## src/logic/lfs_pkg.sv

```systemverilog
// constants and types for the sink b pulse sequencer
package lfs_pkg;
    // register port geometry
    localparam int unsigned ADDR_W        = 8;
    localparam int unsigned DATA_W        = 16;
    localparam int unsigned LEVEL_W       = 8;
    localparam logic [7:0]  CTRL_ADDR     = 8'haf;
    localparam logic [7:0]  STATUS_ADDR   = 8'hf0;
    // control register fields
    localparam int unsigned MODE_BIT      = 15;
    localparam int unsigned TRIG_BIT      = 14;
    localparam int unsigned DRIVE_BIT     = 13;
    localparam int unsigned RATE_BIT      = 12;
    localparam int unsigned DUR_LSB       = 8;
    localparam int unsigned FALL_LSB      = 4;
    localparam int unsigned RISE_LSB      = 0;
    localparam logic [15:0] CTRL_MASK     = 16'hf333;
    localparam logic [15:0] CTRL_RESET    = 16'h0000;
    // status register fields
    localparam int unsigned STAT_PULSE    = 0;
    localparam int unsigned STAT_ON       = 1;
    localparam int unsigned STAT_LVL_LSB  = 8;
    // clock rate and times in microseconds
    localparam int unsigned CLK_MHZ       = 10;
    localparam int unsigned PULSE_0_US    = 32000;
    localparam int unsigned PULSE_1_US    = 64000;
    localparam int unsigned PULSE_2_US    = 96000;
    localparam int unsigned PULSE_3_US    = 1024000;
    localparam int unsigned LED_RAMP_1_US = 250000;
    localparam int unsigned LED_RAMP_2_US = 500000;
    localparam int unsigned LED_RAMP_3_US = 1000000;
    localparam int unsigned PLS_RAMP_1_US = 1950;
    localparam int unsigned PLS_RAMP_2_US = 3910;
    localparam int unsigned PLS_RAMP_3_US = 7800;
    localparam int unsigned REPEAT_US     = 4000000;
    // times as clock cycles
    localparam int unsigned PULSE_0_CYC   = PULSE_0_US * CLK_MHZ;
    localparam int unsigned PULSE_1_CYC   = PULSE_1_US * CLK_MHZ;
    localparam int unsigned PULSE_2_CYC   = PULSE_2_US * CLK_MHZ;
    localparam int unsigned PULSE_3_CYC   = PULSE_3_US * CLK_MHZ;
    localparam int unsigned LED_RAMP_1_CYC = LED_RAMP_1_US * CLK_MHZ;
    localparam int unsigned LED_RAMP_2_CYC = LED_RAMP_2_US * CLK_MHZ;
    localparam int unsigned LED_RAMP_3_CYC = LED_RAMP_3_US * CLK_MHZ;
    localparam int unsigned PLS_RAMP_1_CYC = PLS_RAMP_1_US * CLK_MHZ;
    localparam int unsigned PLS_RAMP_2_CYC = PLS_RAMP_2_US * CLK_MHZ;
    localparam int unsigned PLS_RAMP_3_CYC = PLS_RAMP_3_US * CLK_MHZ;
    localparam int unsigned REPEAT_CYC    = REPEAT_US * CLK_MHZ;
    // ramp step is the ramp length divided by the level span
    localparam int unsigned RAMP_SHIFT    = 8;
    localparam logic [7:0]  LEVEL_FULL    = 8'hff;
    localparam logic [7:0]  LEVEL_OFF     = 8'h00;
    // pulse sequencer states
    typedef enum logic [0:0] {
        LFS_IDLE  = 1'b0,
        LFS_PULSE = 1'b1
    } lfs_state_t;
endpackage

```

## src/logic/lfs_ramp.sv

```systemverilog
// soft on/off ramp of the sink level
`timescale 1ns/100ps
module lfs_ramp (
    // clock and reset
    input  wire logic                        clk_i,
    input  wire logic                        rst_b_i,
    // ramp request
    input  wire logic                        target_i,
    input  wire logic [31:0]                 rise_len_i,
    input  wire logic [31:0]                 fall_len_i,
    // ramp result
    output logic [lfs_pkg::LEVEL_W-1:0]      level_o
);
    import lfs_pkg::*;

    typedef struct packed {
        logic [LEVEL_W-1:0] level;
        logic [31:0]        div_cnt;
    } lfs_ramp_st_t;

    lfs_ramp_st_t s;
    lfs_ramp_st_t next_s;
    logic [31:0]  len;
    logic [31:0]  period;
    logic [7:0]   goal;

    // step the level one count per period toward the goal
    always_comb begin
        next_s = s;
        len    = target_i ? rise_len_i : fall_len_i;
        goal   = target_i ? LEVEL_FULL : LEVEL_OFF;
        period = len >> RAMP_SHIFT;
        if (period == 32'h0000_0000) begin
            period = 32'h0000_0001;
        end
        if (s.level == goal) begin
            next_s.div_cnt = 32'h0000_0000;
        end else if (len == 32'h0000_0000) begin
            next_s.level   = goal;
            next_s.div_cnt = 32'h0000_0000;
        end else if (s.div_cnt + 32'h0000_0001 >= period) begin
            next_s.div_cnt = 32'h0000_0000;
            next_s.level   = target_i ? s.level + 8'h01 : s.level - 8'h01;
        end else begin
            next_s.div_cnt = s.div_cnt + 32'h0000_0001;
        end
    end

    // state register
    always_ff @(posedge clk_i or negedge rst_b_i) begin
        if (!rst_b_i) begin
            s <= '0;
        end else begin
            s <= next_s;
        end
    end

    assign level_o = s.level;

    instant_on_a: assert property (
        @(posedge clk_i) disable iff (!rst_b_i)
        (target_i && rise_len_i == 32'h0 && s.level != LEVEL_FULL)
        |=> s.level == LEVEL_FULL)
        else $error("instant ramp did not reach full level");
    slow_step_a: assert property (
        @(posedge clk_i) disable iff (!rst_b_i)
        (rise_len_i > 32'h0 && $stable(target_i))
        |=> ({1'b0, s.level} <= {1'b0, $past(s.level)} + 9'h001)
            || !target_i)
        else $error("ramp stepped by more than one count");
endmodule // lfs_ramp

```

## src/logic/lfs_sequencer.sv

```systemverilog
// sink b control sequencer: led mode, timed pulses, soft ramps
// Overview of operation
// - mode bit picks led or pulse operation
// - trigger select picks register bit or gpio
// - led mode: sink follows drive bit
// - drive rising edge starts one pulse
// - hardware clears drive after register pulse
// - pulse length set by length field only
// - gpio triggering ignores drive bit writes
// - repeat off: one pulse per trigger
// - repeat on: internal trigger every 4 s
// - length codes 32, 64, 96, 1024 ms
// - ramp codes: none, then per-mode lengths
`timescale 1ns/100ps
module lfs_sequencer #(
    parameter int unsigned PULSE_0_CYCLES = lfs_pkg::PULSE_0_CYC,
    parameter int unsigned PULSE_1_CYCLES = lfs_pkg::PULSE_1_CYC,
    parameter int unsigned PULSE_2_CYCLES = lfs_pkg::PULSE_2_CYC,
    parameter int unsigned PULSE_3_CYCLES = lfs_pkg::PULSE_3_CYC,
    parameter int unsigned LED_R1_CYCLES  = lfs_pkg::LED_RAMP_1_CYC,
    parameter int unsigned LED_R2_CYCLES  = lfs_pkg::LED_RAMP_2_CYC,
    parameter int unsigned LED_R3_CYCLES  = lfs_pkg::LED_RAMP_3_CYC,
    parameter int unsigned PLS_R1_CYCLES  = lfs_pkg::PLS_RAMP_1_CYC,
    parameter int unsigned PLS_R2_CYCLES  = lfs_pkg::PLS_RAMP_2_CYC,
    parameter int unsigned PLS_R3_CYCLES  = lfs_pkg::PLS_RAMP_3_CYC,
    parameter int unsigned REPEAT_CYCLES  = lfs_pkg::REPEAT_CYC
) (
    // clock and reset
    input  wire logic                        CLOCK_I,
    input  wire logic                        RST_B_I,
    // register port
    input  wire logic [lfs_pkg::ADDR_W-1:0]  REG_ADDR_I,
    input  wire logic [lfs_pkg::DATA_W-1:0]  REG_WDATA_I,
    input  wire logic                        REG_WR_I,
    input  wire logic                        REG_RD_I,
    output logic [lfs_pkg::DATA_W-1:0]       REG_RDATA_O,
    // trigger from the pin-function logic
    input  wire logic                        GPIO_PULSE_TRIG_I,
    // sink drive
    output logic                             SINK_B_ENABLE_O,
    output logic [lfs_pkg::LEVEL_W-1:0]      SINK_B_LEVEL_O,
    output logic                             PULSE_ACTIVE_O
);
    import lfs_pkg::*;

    typedef struct packed {
        logic [DATA_W-1:0] ctrl;
        logic [DATA_W-1:0] rdata;
        logic              gpio_prev;
        logic              by_reg;
        lfs_state_t        state;
        logic [31:0]       pulse_cnt;
        logic [31:0]       rep_cnt;
    } lfs_seq_st_t;

    lfs_seq_st_t        s;
    lfs_seq_st_t        next_s;
    logic [LEVEL_W-1:0] level;
    logic               pulse_mode;
    logic               gpio_sel;
    logic               wr_ctrl;
    logic               reg_rise;
    logic               gpio_rise;
    logic               rep_tick;
    logic               trigger;
    logic               target;
    logic [31:0]        dur_cyc;
    logic [31:0]        rise_cyc;
    logic [31:0]        fall_cyc;

    // pulse length code to cycles
    function automatic logic [31:0] pulse_cycles(input logic [1:0] code);
        unique case (code)
            2'h0: pulse_cycles = PULSE_0_CYCLES;
            2'h1: pulse_cycles = PULSE_1_CYCLES;
            2'h2: pulse_cycles = PULSE_2_CYCLES;
            2'h3: pulse_cycles = PULSE_3_CYCLES;
        endcase
    endfunction

    // ramp code to cycles, scaled by the active mode
    function automatic logic [31:0] ramp_cycles(input logic [1:0] code,
                                                input logic       pmode);
        unique case (code)
            2'h0: ramp_cycles = 32'h0000_0000;
            2'h1: ramp_cycles = pmode ? PLS_R1_CYCLES : LED_R1_CYCLES;
            2'h2: ramp_cycles = pmode ? PLS_R2_CYCLES : LED_R2_CYCLES;
            2'h3: ramp_cycles = pmode ? PLS_R3_CYCLES : LED_R3_CYCLES;
        endcase
    endfunction

    // field decode and trigger sources
    always_comb begin
        pulse_mode = s.ctrl[MODE_BIT];
        gpio_sel   = s.ctrl[TRIG_BIT];
        wr_ctrl    = REG_WR_I && (REG_ADDR_I == CTRL_ADDR);
        reg_rise   = wr_ctrl && REG_WDATA_I[DRIVE_BIT]
                     && !s.ctrl[DRIVE_BIT];
        gpio_rise  = GPIO_PULSE_TRIG_I && !s.gpio_prev;
        rep_tick   = pulse_mode && s.ctrl[RATE_BIT]
                     && (s.rep_cnt == REPEAT_CYCLES - 1);
        // trigger source, drive ignored when gpio selected
        trigger    = pulse_mode && (rep_tick
                     || (gpio_sel ? gpio_rise : reg_rise));
        dur_cyc    = pulse_cycles(s.ctrl[DUR_LSB +: 2]);
        rise_cyc   = ramp_cycles(s.ctrl[RISE_LSB +: 2], pulse_mode);
        fall_cyc   = ramp_cycles(s.ctrl[FALL_LSB +: 2], pulse_mode);
        // led mode follows drive, pulse mode follows pulse state
        target     = pulse_mode ? (s.state == LFS_PULSE)
                                : s.ctrl[DRIVE_BIT];
    end

    // next state of registers, pulse timer and repeat timer
    always_comb begin
        next_s           = s;
        next_s.gpio_prev = GPIO_PULSE_TRIG_I;
        next_s.rdata     = '0;
        // repeat timer runs only while repeat is enabled
        if (pulse_mode && s.ctrl[RATE_BIT]) begin
            next_s.rep_cnt = rep_tick ? 32'h0 : s.rep_cnt + 32'h1;
        end else begin
            next_s.rep_cnt = 32'h0;
        end
        unique case (s.state)
            LFS_IDLE: begin
                if (trigger) begin
                    next_s.state     = LFS_PULSE;
                    next_s.pulse_cnt = dur_cyc;
                    next_s.by_reg    = !gpio_sel;
                end
            end
            LFS_PULSE: begin
                if (!pulse_mode) begin
                    next_s.state     = LFS_IDLE;
                    next_s.pulse_cnt = 32'h0;
                end else if (s.pulse_cnt <= 32'h1) begin
                    next_s.state     = LFS_IDLE;
                    next_s.pulse_cnt = 32'h0;
                    if (s.by_reg) begin
                        next_s.ctrl[DRIVE_BIT] = 1'b0;
                    end
                end else begin
                    next_s.pulse_cnt = s.pulse_cnt - 32'h1;
                end
            end
        endcase
        // software write lands after the clear so a set wins
        if (wr_ctrl) begin
            next_s.ctrl = REG_WDATA_I & CTRL_MASK;
        end
        // read data stand one cycle after the strobe
        if (REG_RD_I) begin
            if (REG_ADDR_I == CTRL_ADDR) begin
                next_s.rdata = s.ctrl;
            end else if (REG_ADDR_I == STATUS_ADDR) begin
                next_s.rdata[STAT_PULSE]            = s.state == LFS_PULSE;
                next_s.rdata[STAT_ON]               = level != LEVEL_OFF;
                next_s.rdata[STAT_LVL_LSB +: LEVEL_W] = level;
            end
        end
    end

    // state register
    always_ff @(posedge CLOCK_I or negedge RST_B_I) begin
        if (!RST_B_I) begin
            s       <= '0;
            s.ctrl  <= CTRL_RESET;
            s.state <= LFS_IDLE;
        end else begin
            s <= next_s;
        end
    end

    // soft ramp on each on and off transition, one-step switch when the ramp code is zero
    lfs_ramp u_ramp (
        .clk_i      (CLOCK_I),
        .rst_b_i    (RST_B_I),
        .target_i   (target),
        .rise_len_i (rise_cyc),
        .fall_len_i (fall_cyc),
        .level_o    (level)
    );

    // outputs
    assign REG_RDATA_O     = s.rdata;
    assign SINK_B_LEVEL_O  = level;
    assign SINK_B_ENABLE_O = level != LEVEL_OFF;
    assign PULSE_ACTIVE_O  = s.state == LFS_PULSE;

    // led mode with no ramps tracks the drive bit
    led_follow_a: assert property (
        @(posedge CLOCK_I) disable iff (!RST_B_I)
        (!pulse_mode && s.ctrl[RISE_LSB +: 2] == 2'h0
         && s.ctrl[FALL_LSB +: 2] == 2'h0 && !wr_ctrl)[*2]
        |-> SINK_B_ENABLE_O == s.ctrl[DRIVE_BIT])
        else $error("led mode sink does not follow drive bit");

    // register edge starts a pulse at once
    reg_start_a: assert property (
        @(posedge CLOCK_I) disable iff (!RST_B_I)
        (pulse_mode && !gpio_sel && s.state == LFS_IDLE && reg_rise)
        |=> PULSE_ACTIVE_O && s.by_reg)
        else $error("register trigger did not start a pulse");

    // drive bit drops with the end of a register pulse
    drive_clear_a: assert property (
        @(posedge CLOCK_I) disable iff (!RST_B_I)
        (s.state == LFS_PULSE && pulse_mode && s.by_reg
         && s.pulse_cnt == 32'h1 && !wr_ctrl)
        |=> !s.ctrl[DRIVE_BIT] && !PULSE_ACTIVE_O)
        else $error("drive bit not cleared after pulse");

    // pulse counter loads the decoded length
    pulse_len_a: assert property (
        @(posedge CLOCK_I) disable iff (!RST_B_I)
        (s.state == LFS_IDLE && trigger)
        |=> s.pulse_cnt == $past(dur_cyc))
        else $error("pulse length not taken from field");

    // no gpio edge and no repeat tick, no pulse
    gpio_ignore_a: assert property (
        @(posedge CLOCK_I) disable iff (!RST_B_I)
        (pulse_mode && gpio_sel && s.state == LFS_IDLE
         && !gpio_rise && !rep_tick)
        |=> !PULSE_ACTIVE_O)
        else $error("pulse started without gpio edge");

    // without repeat only a trigger starts a pulse
    single_shot_a: assert property (
        @(posedge CLOCK_I) disable iff (!RST_B_I)
        (!s.ctrl[RATE_BIT] && s.state == LFS_IDLE && !trigger)
        |=> !PULSE_ACTIVE_O && s.rep_cnt == 32'h0)
        else $error("pulse without trigger");

    // repeat tick fires a pulse and restarts the timer
    repeat_a: assert property (
        @(posedge CLOCK_I) disable iff (!RST_B_I)
        (rep_tick && s.state == LFS_IDLE)
        |=> PULSE_ACTIVE_O && s.rep_cnt == 32'h0)
        else $error("repeat tick did not fire pulse");

    // leaving pulse mode ends the pulse
    mode_abort_a: assert property (
        @(posedge CLOCK_I) disable iff (!RST_B_I)
        (!pulse_mode && s.state == LFS_PULSE) |=> !PULSE_ACTIVE_O)
        else $error("pulse kept running in led mode");

    // longest length code
    len_code_a: assert property (
        @(posedge CLOCK_I) disable iff (!RST_B_I)
        (s.ctrl[DUR_LSB +: 2] == 2'h3) |-> dur_cyc == PULSE_3_CYCLES)
        else $error("longest length code misdecoded");

    // led mode never runs the pulse timer
    led_no_pulse_a: assert property (
        @(posedge CLOCK_I) disable iff (!RST_B_I)
        (!pulse_mode && s.state == LFS_IDLE) |=> !PULSE_ACTIVE_O)
        else $error("pulse started in led mode");

    // gpio edge starts a pulse that owns no drive bit
    gpio_start_a: assert property (
        @(posedge CLOCK_I) disable iff (!RST_B_I)
        (pulse_mode && gpio_sel && s.state == LFS_IDLE && gpio_rise)
        |=> PULSE_ACTIVE_O && !s.by_reg)
        else $error("gpio edge did not start a pulse");

    // register source: gpio pin has no say
    reg_only_a: assert property (
        @(posedge CLOCK_I) disable iff (!RST_B_I)
        (pulse_mode && !gpio_sel && s.state == LFS_IDLE
         && !reg_rise && !rep_tick) |=> !PULSE_ACTIVE_O)
        else $error("pulse started without register edge");

    // pulse runs on its counter, not on the trigger level
    pulse_hold_a: assert property (
        @(posedge CLOCK_I) disable iff (!RST_B_I)
        (s.state == LFS_PULSE && pulse_mode && s.pulse_cnt > 32'h1)
        |=> PULSE_ACTIVE_O && s.pulse_cnt == $past(s.pulse_cnt) - 32'h1)
        else $error("pulse ended before its length");

    // gpio pulse leaves the drive bit alone
    gpio_drive_a: assert property (
        @(posedge CLOCK_I) disable iff (!RST_B_I)
        (s.state == LFS_PULSE && !s.by_reg && !wr_ctrl)
        |=> s.ctrl[DRIVE_BIT] == $past(s.ctrl[DRIVE_BIT]))
        else $error("gpio pulse changed the drive bit");

    // repeat timer advances one count per cycle
    rep_count_a: assert property (
        @(posedge CLOCK_I) disable iff (!RST_B_I)
        (pulse_mode && s.ctrl[RATE_BIT] && !rep_tick)
        |=> s.rep_cnt == $past(s.rep_cnt) + 32'h1)
        else $error("repeat timer did not advance");

    // pulse mode uses the short ramp lengths
    pulse_ramp_a: assert property (
        @(posedge CLOCK_I) disable iff (!RST_B_I)
        (pulse_mode && s.ctrl[RISE_LSB +: 2] == 2'h3)
        |-> rise_cyc == PLS_R3_CYCLES)
        else $error("pulse mode ramp code misdecoded");

    // fall code zero switches the sink off in one step
    fall_apply_a: assert property (
        @(posedge CLOCK_I) disable iff (!RST_B_I)
        (!target && fall_cyc == 32'h0 && level != LEVEL_OFF)
        |=> level == LEVEL_OFF)
        else $error("instant fall did not switch sink off");
endmodule // lfs_sequencer

```

## config.mk

```make
export PLATFORM = sky130hd
export DESIGN_NAME = lfs_sequencer
export DESIGN_NICKNAME = d
export VERILOG_FILES = /design/src/logic/lfs_pkg.sv /design/src/logic/lfs_ramp.sv /design/src/logic/lfs_sequencer.sv
export SDC_FILE = /design/constraint.sdc
export NUM_CORES = 1
export LEC_CHECK = 0
export ABC_AREA = 0
export BUFFER_PORTS_ARGS = -buffer_cell sky130_fd_sc_hd__buf_2
export CORE_MARGIN = 4
export CORE_UTILIZATION = 30
export CTS_CLUSTER_SIZE = 10
export DETAILED_ROUTE_END_ITERATION = 8
export PLACE_DENSITY = 0.54
export SYNTH_ARGS = -nofsm -noshare
export SYNTH_HDL_FRONTEND = slang
export SYNTH_HIERARCHICAL = 1
export SYNTH_SLANG_ARGS = --single-unit
```

## constraint.sdc

```tcl
create_clock -name CLOCK_I -period 10.8 [get_ports CLOCK_I]
set_clock_uncertainty 0.05 [all_clocks]
set_input_delay 0.54 -clock CLOCK_I [delete_from_list [all_inputs] [get_ports CLOCK_I]]
set_output_delay 0.54 -clock CLOCK_I [all_outputs]
set_load 0.01 [all_outputs]
```

# Word-level counts from Yosys, hierarchy flattened
# Cells that the tools add are included.
dict set report word_totals {
  ff_bits 133
  wordCells 92
  out_inout_bits 26
}
dict set report classes {
  n_reduce_logical 25
  eq_ne 14
  bitwise_logic 2
  add_sub_neg 5
  magnitude_cmp 2
  mux 34
}
# operator n
set op_table {}
lappend op_table {{32-bit case mux with 4 select lines} 3}
lappend op_table {{32-bit two-way mux} 6}
lappend op_table {{33-bit two-way mux} 2}
lappend op_table {{33-bit case mux with 2 select lines} 1}
lappend op_table {{32-bit by 1-bit adder with 32-bit output (second input constant)} 2}
lappend op_table {{32-bit logical NOT} 2}
lappend op_table {{24-bit two-way mux} 2}
lappend op_table {{40-bit two-way mux} 1}
lappend op_table {{8-bit two-way mux} 5}
lappend op_table {{32-bit by 26-bit equality test with 1-bit output (second input constant)} 1}
lappend op_table {{32-bit >= comparator} 1}
lappend op_table {{32-bit by 1-bit <= comparator with 1-bit output (second input constant)} 1}
lappend op_table {{32-bit by 1-bit subtractor with 32-bit output (second input constant)} 1}
lappend op_table {{23-bit two-way mux} 1}
lappend op_table {{22-bit two-way mux} 1}
lappend op_table {{8-bit equality test (second input constant)} 2}
lappend op_table {{16-bit two-way mux} 1}
lappend op_table {{14-bit two-way mux} 1}
lappend op_table {{2-bit equality test (second input constant)} 6}
lappend op_table {{2-bit nonzero test} 5}
lappend op_table {{8-bit by 1-bit adder with 8-bit output (second input constant)} 1}
lappend op_table {{8-bit equality test} 1}
lappend op_table {{8-bit nonzero test} 1}
lappend op_table {{8-bit by 1-bit subtractor with 8-bit output (second input constant)} 1}
lappend op_table {{other kinds (12)} 33}

# Logic depth before layout (Yosys ltp)
dict set report depth {
  ltp_word 9
  mapped_depth 20
}

# By module
# The synthesis kept the hierarchy.
# module area_per_inst_um2 seq_area_each_um2 instances cells_per_inst
set modules_own_cells {}
lappend modules_own_cells {lfs_sequencer 5021.1 2227.1 1 561}
lappend modules_own_cells {lfs_ramp 3246.9 1001.0 1 352}

# Worst setup path before layout
# OpenSTA, ideal clock, no wires.
dict set report synth_path {
  path_type {register to register}
  from {register s, in the netlist PULSE_ACTIVE_O}
  to {register u_ramp.s, in the netlist u_ramp/level_o[7]}
  stages_incl_launch_ff 19
  setup_slack_ps 6239
  setup_time_ps 124
  arrival_ps 4387
  n_path_buf 6
  path_cell_list {dfrtp_1 clkbuf_1 nand2_1 clkbuf_1 o21ai_0 clkbuf_1 buf_2 buf_1 mux2i_1 ha_1 a21oi_1 o21a_1 o221a_2 o21ai_0 or4_4 o31ai_4 buf_6 mux2i_1 a211o_1}
}
dict set report synth_via {
  elab_chain_cells 7
}
# item line_no
set synth_lines {}
lappend synth_lines {{from (decl)} lfs_sequencer.sv:56} ;# lfs_seq_st_t s;
lappend synth_lines {{from (signal assigned)} lfs_sequencer.sv:170} ;# s <= next_s;
lappend synth_lines {{1-bit two-way mux (*)} lfs_sequencer.sv:109} ;# target = pulse_mode ? (s.state == LFS_PULSE)
lappend synth_lines {{net target} lfs_sequencer.sv:66} ;# logic target;
lappend synth_lines {{32-bit two-way mux} lfs_ramp.sv:30} ;# len = target_i ? rise_len_i : fall_len_i;
lappend synth_lines {{32-bit logical NOT} lfs_ramp.sv:33} ;# if (period == 32'h0000_0000) begin
lappend synth_lines {{24-bit two-way mux} lfs_ramp.sv:33}
lappend synth_lines {{32-bit >= comparator} lfs_ramp.sv:41} ;# end else if (s.div_cnt + 32'h0000_0001 >= period) begin
lappend synth_lines {{2-bit nonzero test (no line)} --}
lappend synth_lines {{2-bit AND reduction (no line)} --}
lappend synth_lines {{to (signal assigned)} lfs_ramp.sv:54} ;# s <= next_s;
lappend synth_lines {{to (decl)} lfs_ramp.sv:21} ;# lfs_ramp_st_t s;
# Mark *: on every way through the listed nets, which the timed path passes. The rest lies on a longest branch. The select of a mux whose other input is x is not followed.
# A chain may end at the register's enable or synchronous reset.

# Worst setup path in the final report
# Ends and elaborated chain as after synthesis.

==> results.toml <==
[floorplan]
num_rows = 60
die_h_um = 174.0
start_util_pct = 30.59
ios = 55
die_w_um = 174.0
dieArea_um2 = 30280
core-area_um2 = 27030

[final_layout]
final_util_pct = 34.87
fin_cells = 1319
num_antenna_cells = 0
layout_common_cells = "129 x dfrtp_1, 88 x nor2_1, 81 x nand2_1"
drive_gt1_share_pct = 11.66
fin_nets = 1037
final_common_cell = "dfrtp_1"
syn_to_final_growth_pct = 13.97

[logic_synthesis]
synth_top_family_by_area = "simple AND/OR/NAND/NOR gates"
ys_async_sr_fraction_pct = 100.0
syn_avg_cell_area_um2 = 9.056
synthesis.area_um2 = 8268
synthAdderAreaFrac_pct = 6.447
yosys_warnings = 6
synth_compound_area_share_pct = 12.17
synth_edf_count = 0
synth-simple-area-share_pct = 25.79
synth.distinct_cells = 71
synth-main-ff-cell = "dfrtp_1"
synthCells = 913
synth-seq-area-share_pct = 39.04
ys_seq_elements = 129
synth_mux_area_share_pct = 5.070
synth_xor_area_share_pct = 6.250

[timing]
min_period_ps = 5490
setup_viol = 0
hold_slack_ps = 25.43
finalMaxSlewViolations = 0
tightest_slew_ps = 1004
slew_headroom_pct = 32.92
hold_viol = 0
fin_crit_sh_pct = 50.83
worst_slack_ps = 5310
rsz0062_at_grt = "no"
fmax_mhz = 182.2
tns_ps = 0

[worst_setup_path]
cp_cell_sequence = "nand2_1 > buf_4 > o21ai_4 > buf_4 > nor4b_1 > nand4_1 > a211oi_1 > a311oi_1 > a21oi_1 > ha_1 > nor3b_1 > o21ai_0 > a21oi_1 > o211ai_1 > or4_4 > o31ai_4 > mux2i_1 > a211o_1"
worstSetupStartpoint = "PULSE_ACTIVE_O$_DFF_PN0_"
path_max_fanout = 37
timing.rr.end = "u_ramp/level_o[7]$_DFFE_PN0P_"
path_class = "flip-flop to flip-flop"
cp_num_buf_inv = 2
critPathRequiredTime_ps = 11060
r2r_cells = 18
slowest_delay_ps = 630
arrival_ps = 5750
crit_cells = 18
end_kind = "flip-flop"
path_delay_family = "compound AO/OA/AOI/OAI gates"
r2r_slack_ps = 5310
endpoint = "u_ramp/level_o[7]$_DFFE_PN0P_"
r2r-start = "PULSE_ACTIVE_O$_DFF_PN0_"
cp-start-kind = "flip-flop"
crit_slowest_cell = "o31ai_4"

[clocking]
cts_buffer_depth = 2
h-tree-depth = 4
cts_resized = 0
path_clk_slew_ps = 60
clk_latency_ps = 430
post_cts_buffers = 0
cts_buffers = 17
holdBufCountCts = 0
cts_tree = "yes"
cts_sinks = 129
cts_root_buffer = "clkbuf_16"

[job]
maxCapViolations = 0

[global_route]
grt_pass1_vias = 6400
grt_start_max_net_pins = 72
antenna_found_initial = 0
grt_overflow = 0
grt.total_usage_pct = 13.28
grt_pass1_wl_mm = 33.21

[detailed_routing]
final_antenna_net_count = 0
viasPerCell = 5.013
wl_per_cell_um = 14.93
vias = 6612
drt_wl_total_mm = 19.69
drtIter0Drc = 357
first_pass_iters = 4
drc_errors = 0

[run_status]
status = "finished clean"

[power_and_ir_drop]
p_leak_nw = 4.289
ir_drop_v = 0.00009980
p_per_area_nw_per_um2 = 142.2

[placement]
dp_slack_ps = 5359
numPortBuffers = 44
post-place-cells = 1288
routabilityCongestion = 0.8045
hpwl_mm = 13.74

[worst_hold_path]
hold_path.class = "primary input to async pin"
[stage by stage]
step,area (um2),power [W]
after floorplan,8426,0.0007029
after global placement,8818,0.0007453
after detailed placement,8818,0.0007489
after CTS,9423,0.001357
after global routing,9423,0.001413
final,9423,0.001340
[worst min path at each step]
stage               slack [ps]  cells after the start         startpoint                       end
global placement           420                      2  s[65]$_DFFE_PN0P_         s[65]$_DFFE_PN0P_
finish                      30                      1            RST_B_I           s[21]$_DFF_PN0_
floorplan                  190                      0            RST_B_I  PULSE_ACTIVE_O$_DFF_PN0_
detailed placement         410                      1  s[63]$_DFFE_PN0P_         s[63]$_DFFE_PN0P_
CTS                         50                      1            RST_B_I           s[20]$_DFF_PN0_
global route                50                      1            RST_B_I           s[21]$_DFF_PN0_
[synth_stat cells (5+ instances only)]
cell type | n | share of area (%)
nand2_1 | 81 | 3.7
nor3_1 | 38 | 2.3
a21oi_1 | 34 | 2.1
a211oi_1 | 6 | 0.54
nor4bb_1 | 5 | 0.61
o21ai_0 | 51 | 3.1
a31oi_1 | 10 | 0.76
nand2b_1 | 5 | 0.38
and3_1 | 39 | 3.0
ha_1 | 41 | 6.2
and2_1 | 11 | 0.83
nor4_1 | 25 | 1.9
or3_1 | 6 | 0.45
inv_1 | 27 | 1.2
xor2_1 | 35 | 3.7
mux2_2 | 15 | 2.0
nand4_1 | 18 | 1.4
nand3_1 | 33 | 2.0
xnor2_1 | 24 | 2.5
o22ai_1 | 8 | 0.61
mux2i_1 | 25 | 3.0
buf_4 | 24 | 2.2
nor2b_1 | 6 | 0.45
or4_1 | 6 | 0.54
dfrtp_1 | 129 | 39
a22o_1 | 7 | 0.74
clkbuf_1 | 28 | 1.3
and4_1 | 7 | 0.74
a21o_1 | 8 | 0.73
o21a_1 | 5 | 0.45
nor2_1 | 88 | 4.0
[state kept, by name, indices dropped and copies added, names as in the netlist]
signal / flops
u_ramp/level_o: 8
s: 74
gpio_sel: 1
PULSE_ACTIVE_O: 1
u_ramp/s: 32
REG_RDATA_O: 12
pulse_mode: 1
[where the power goes]
group / leakage [nW] / switching [W] / total (W) / internal [W]
clock: 0.295 / 0.000221 / 0.000599 / 0.000378
combinational: 2.23 / 0.000111 / 0.000206 / 0.0000951
sequential: 1.76 / 0.0000322 / 0.000535 / 0.000503
[kinds of logic after synthesis]
group                      Yosys count
muxes                               40
buffers and inverters               86
other                                2
DFF                                129
and+or+nand+nor                    396
xor gates and xnor gates            59
adders and majority gates           42
AOI/OAI and AO/OA                  159
[routing by layer]
layer	track usage [%]	vias up	share of wire [%]	routed length [um]
met5	0	-	0	0
met2	20.92	88	46	9135
met3	3.110	17	2.9	569
li1	-	3348	-	-
met1	18.42	3159	50	9758
met4	3.497	0	1.1	223
[area by class of cell]
class                           count  area (um2)
Inverter                           27       101.3
Fill cell                        2772       17600
Clock buffer                       21       470.5
Clock inverter                     10       133.9
Tap cell                          341       426.7
Timing Repair Buffer               51       279.0
Multi-Input combinational cell    740        4783
Sequential cell                   129        3228
Power figures use the tool's default switching activity.
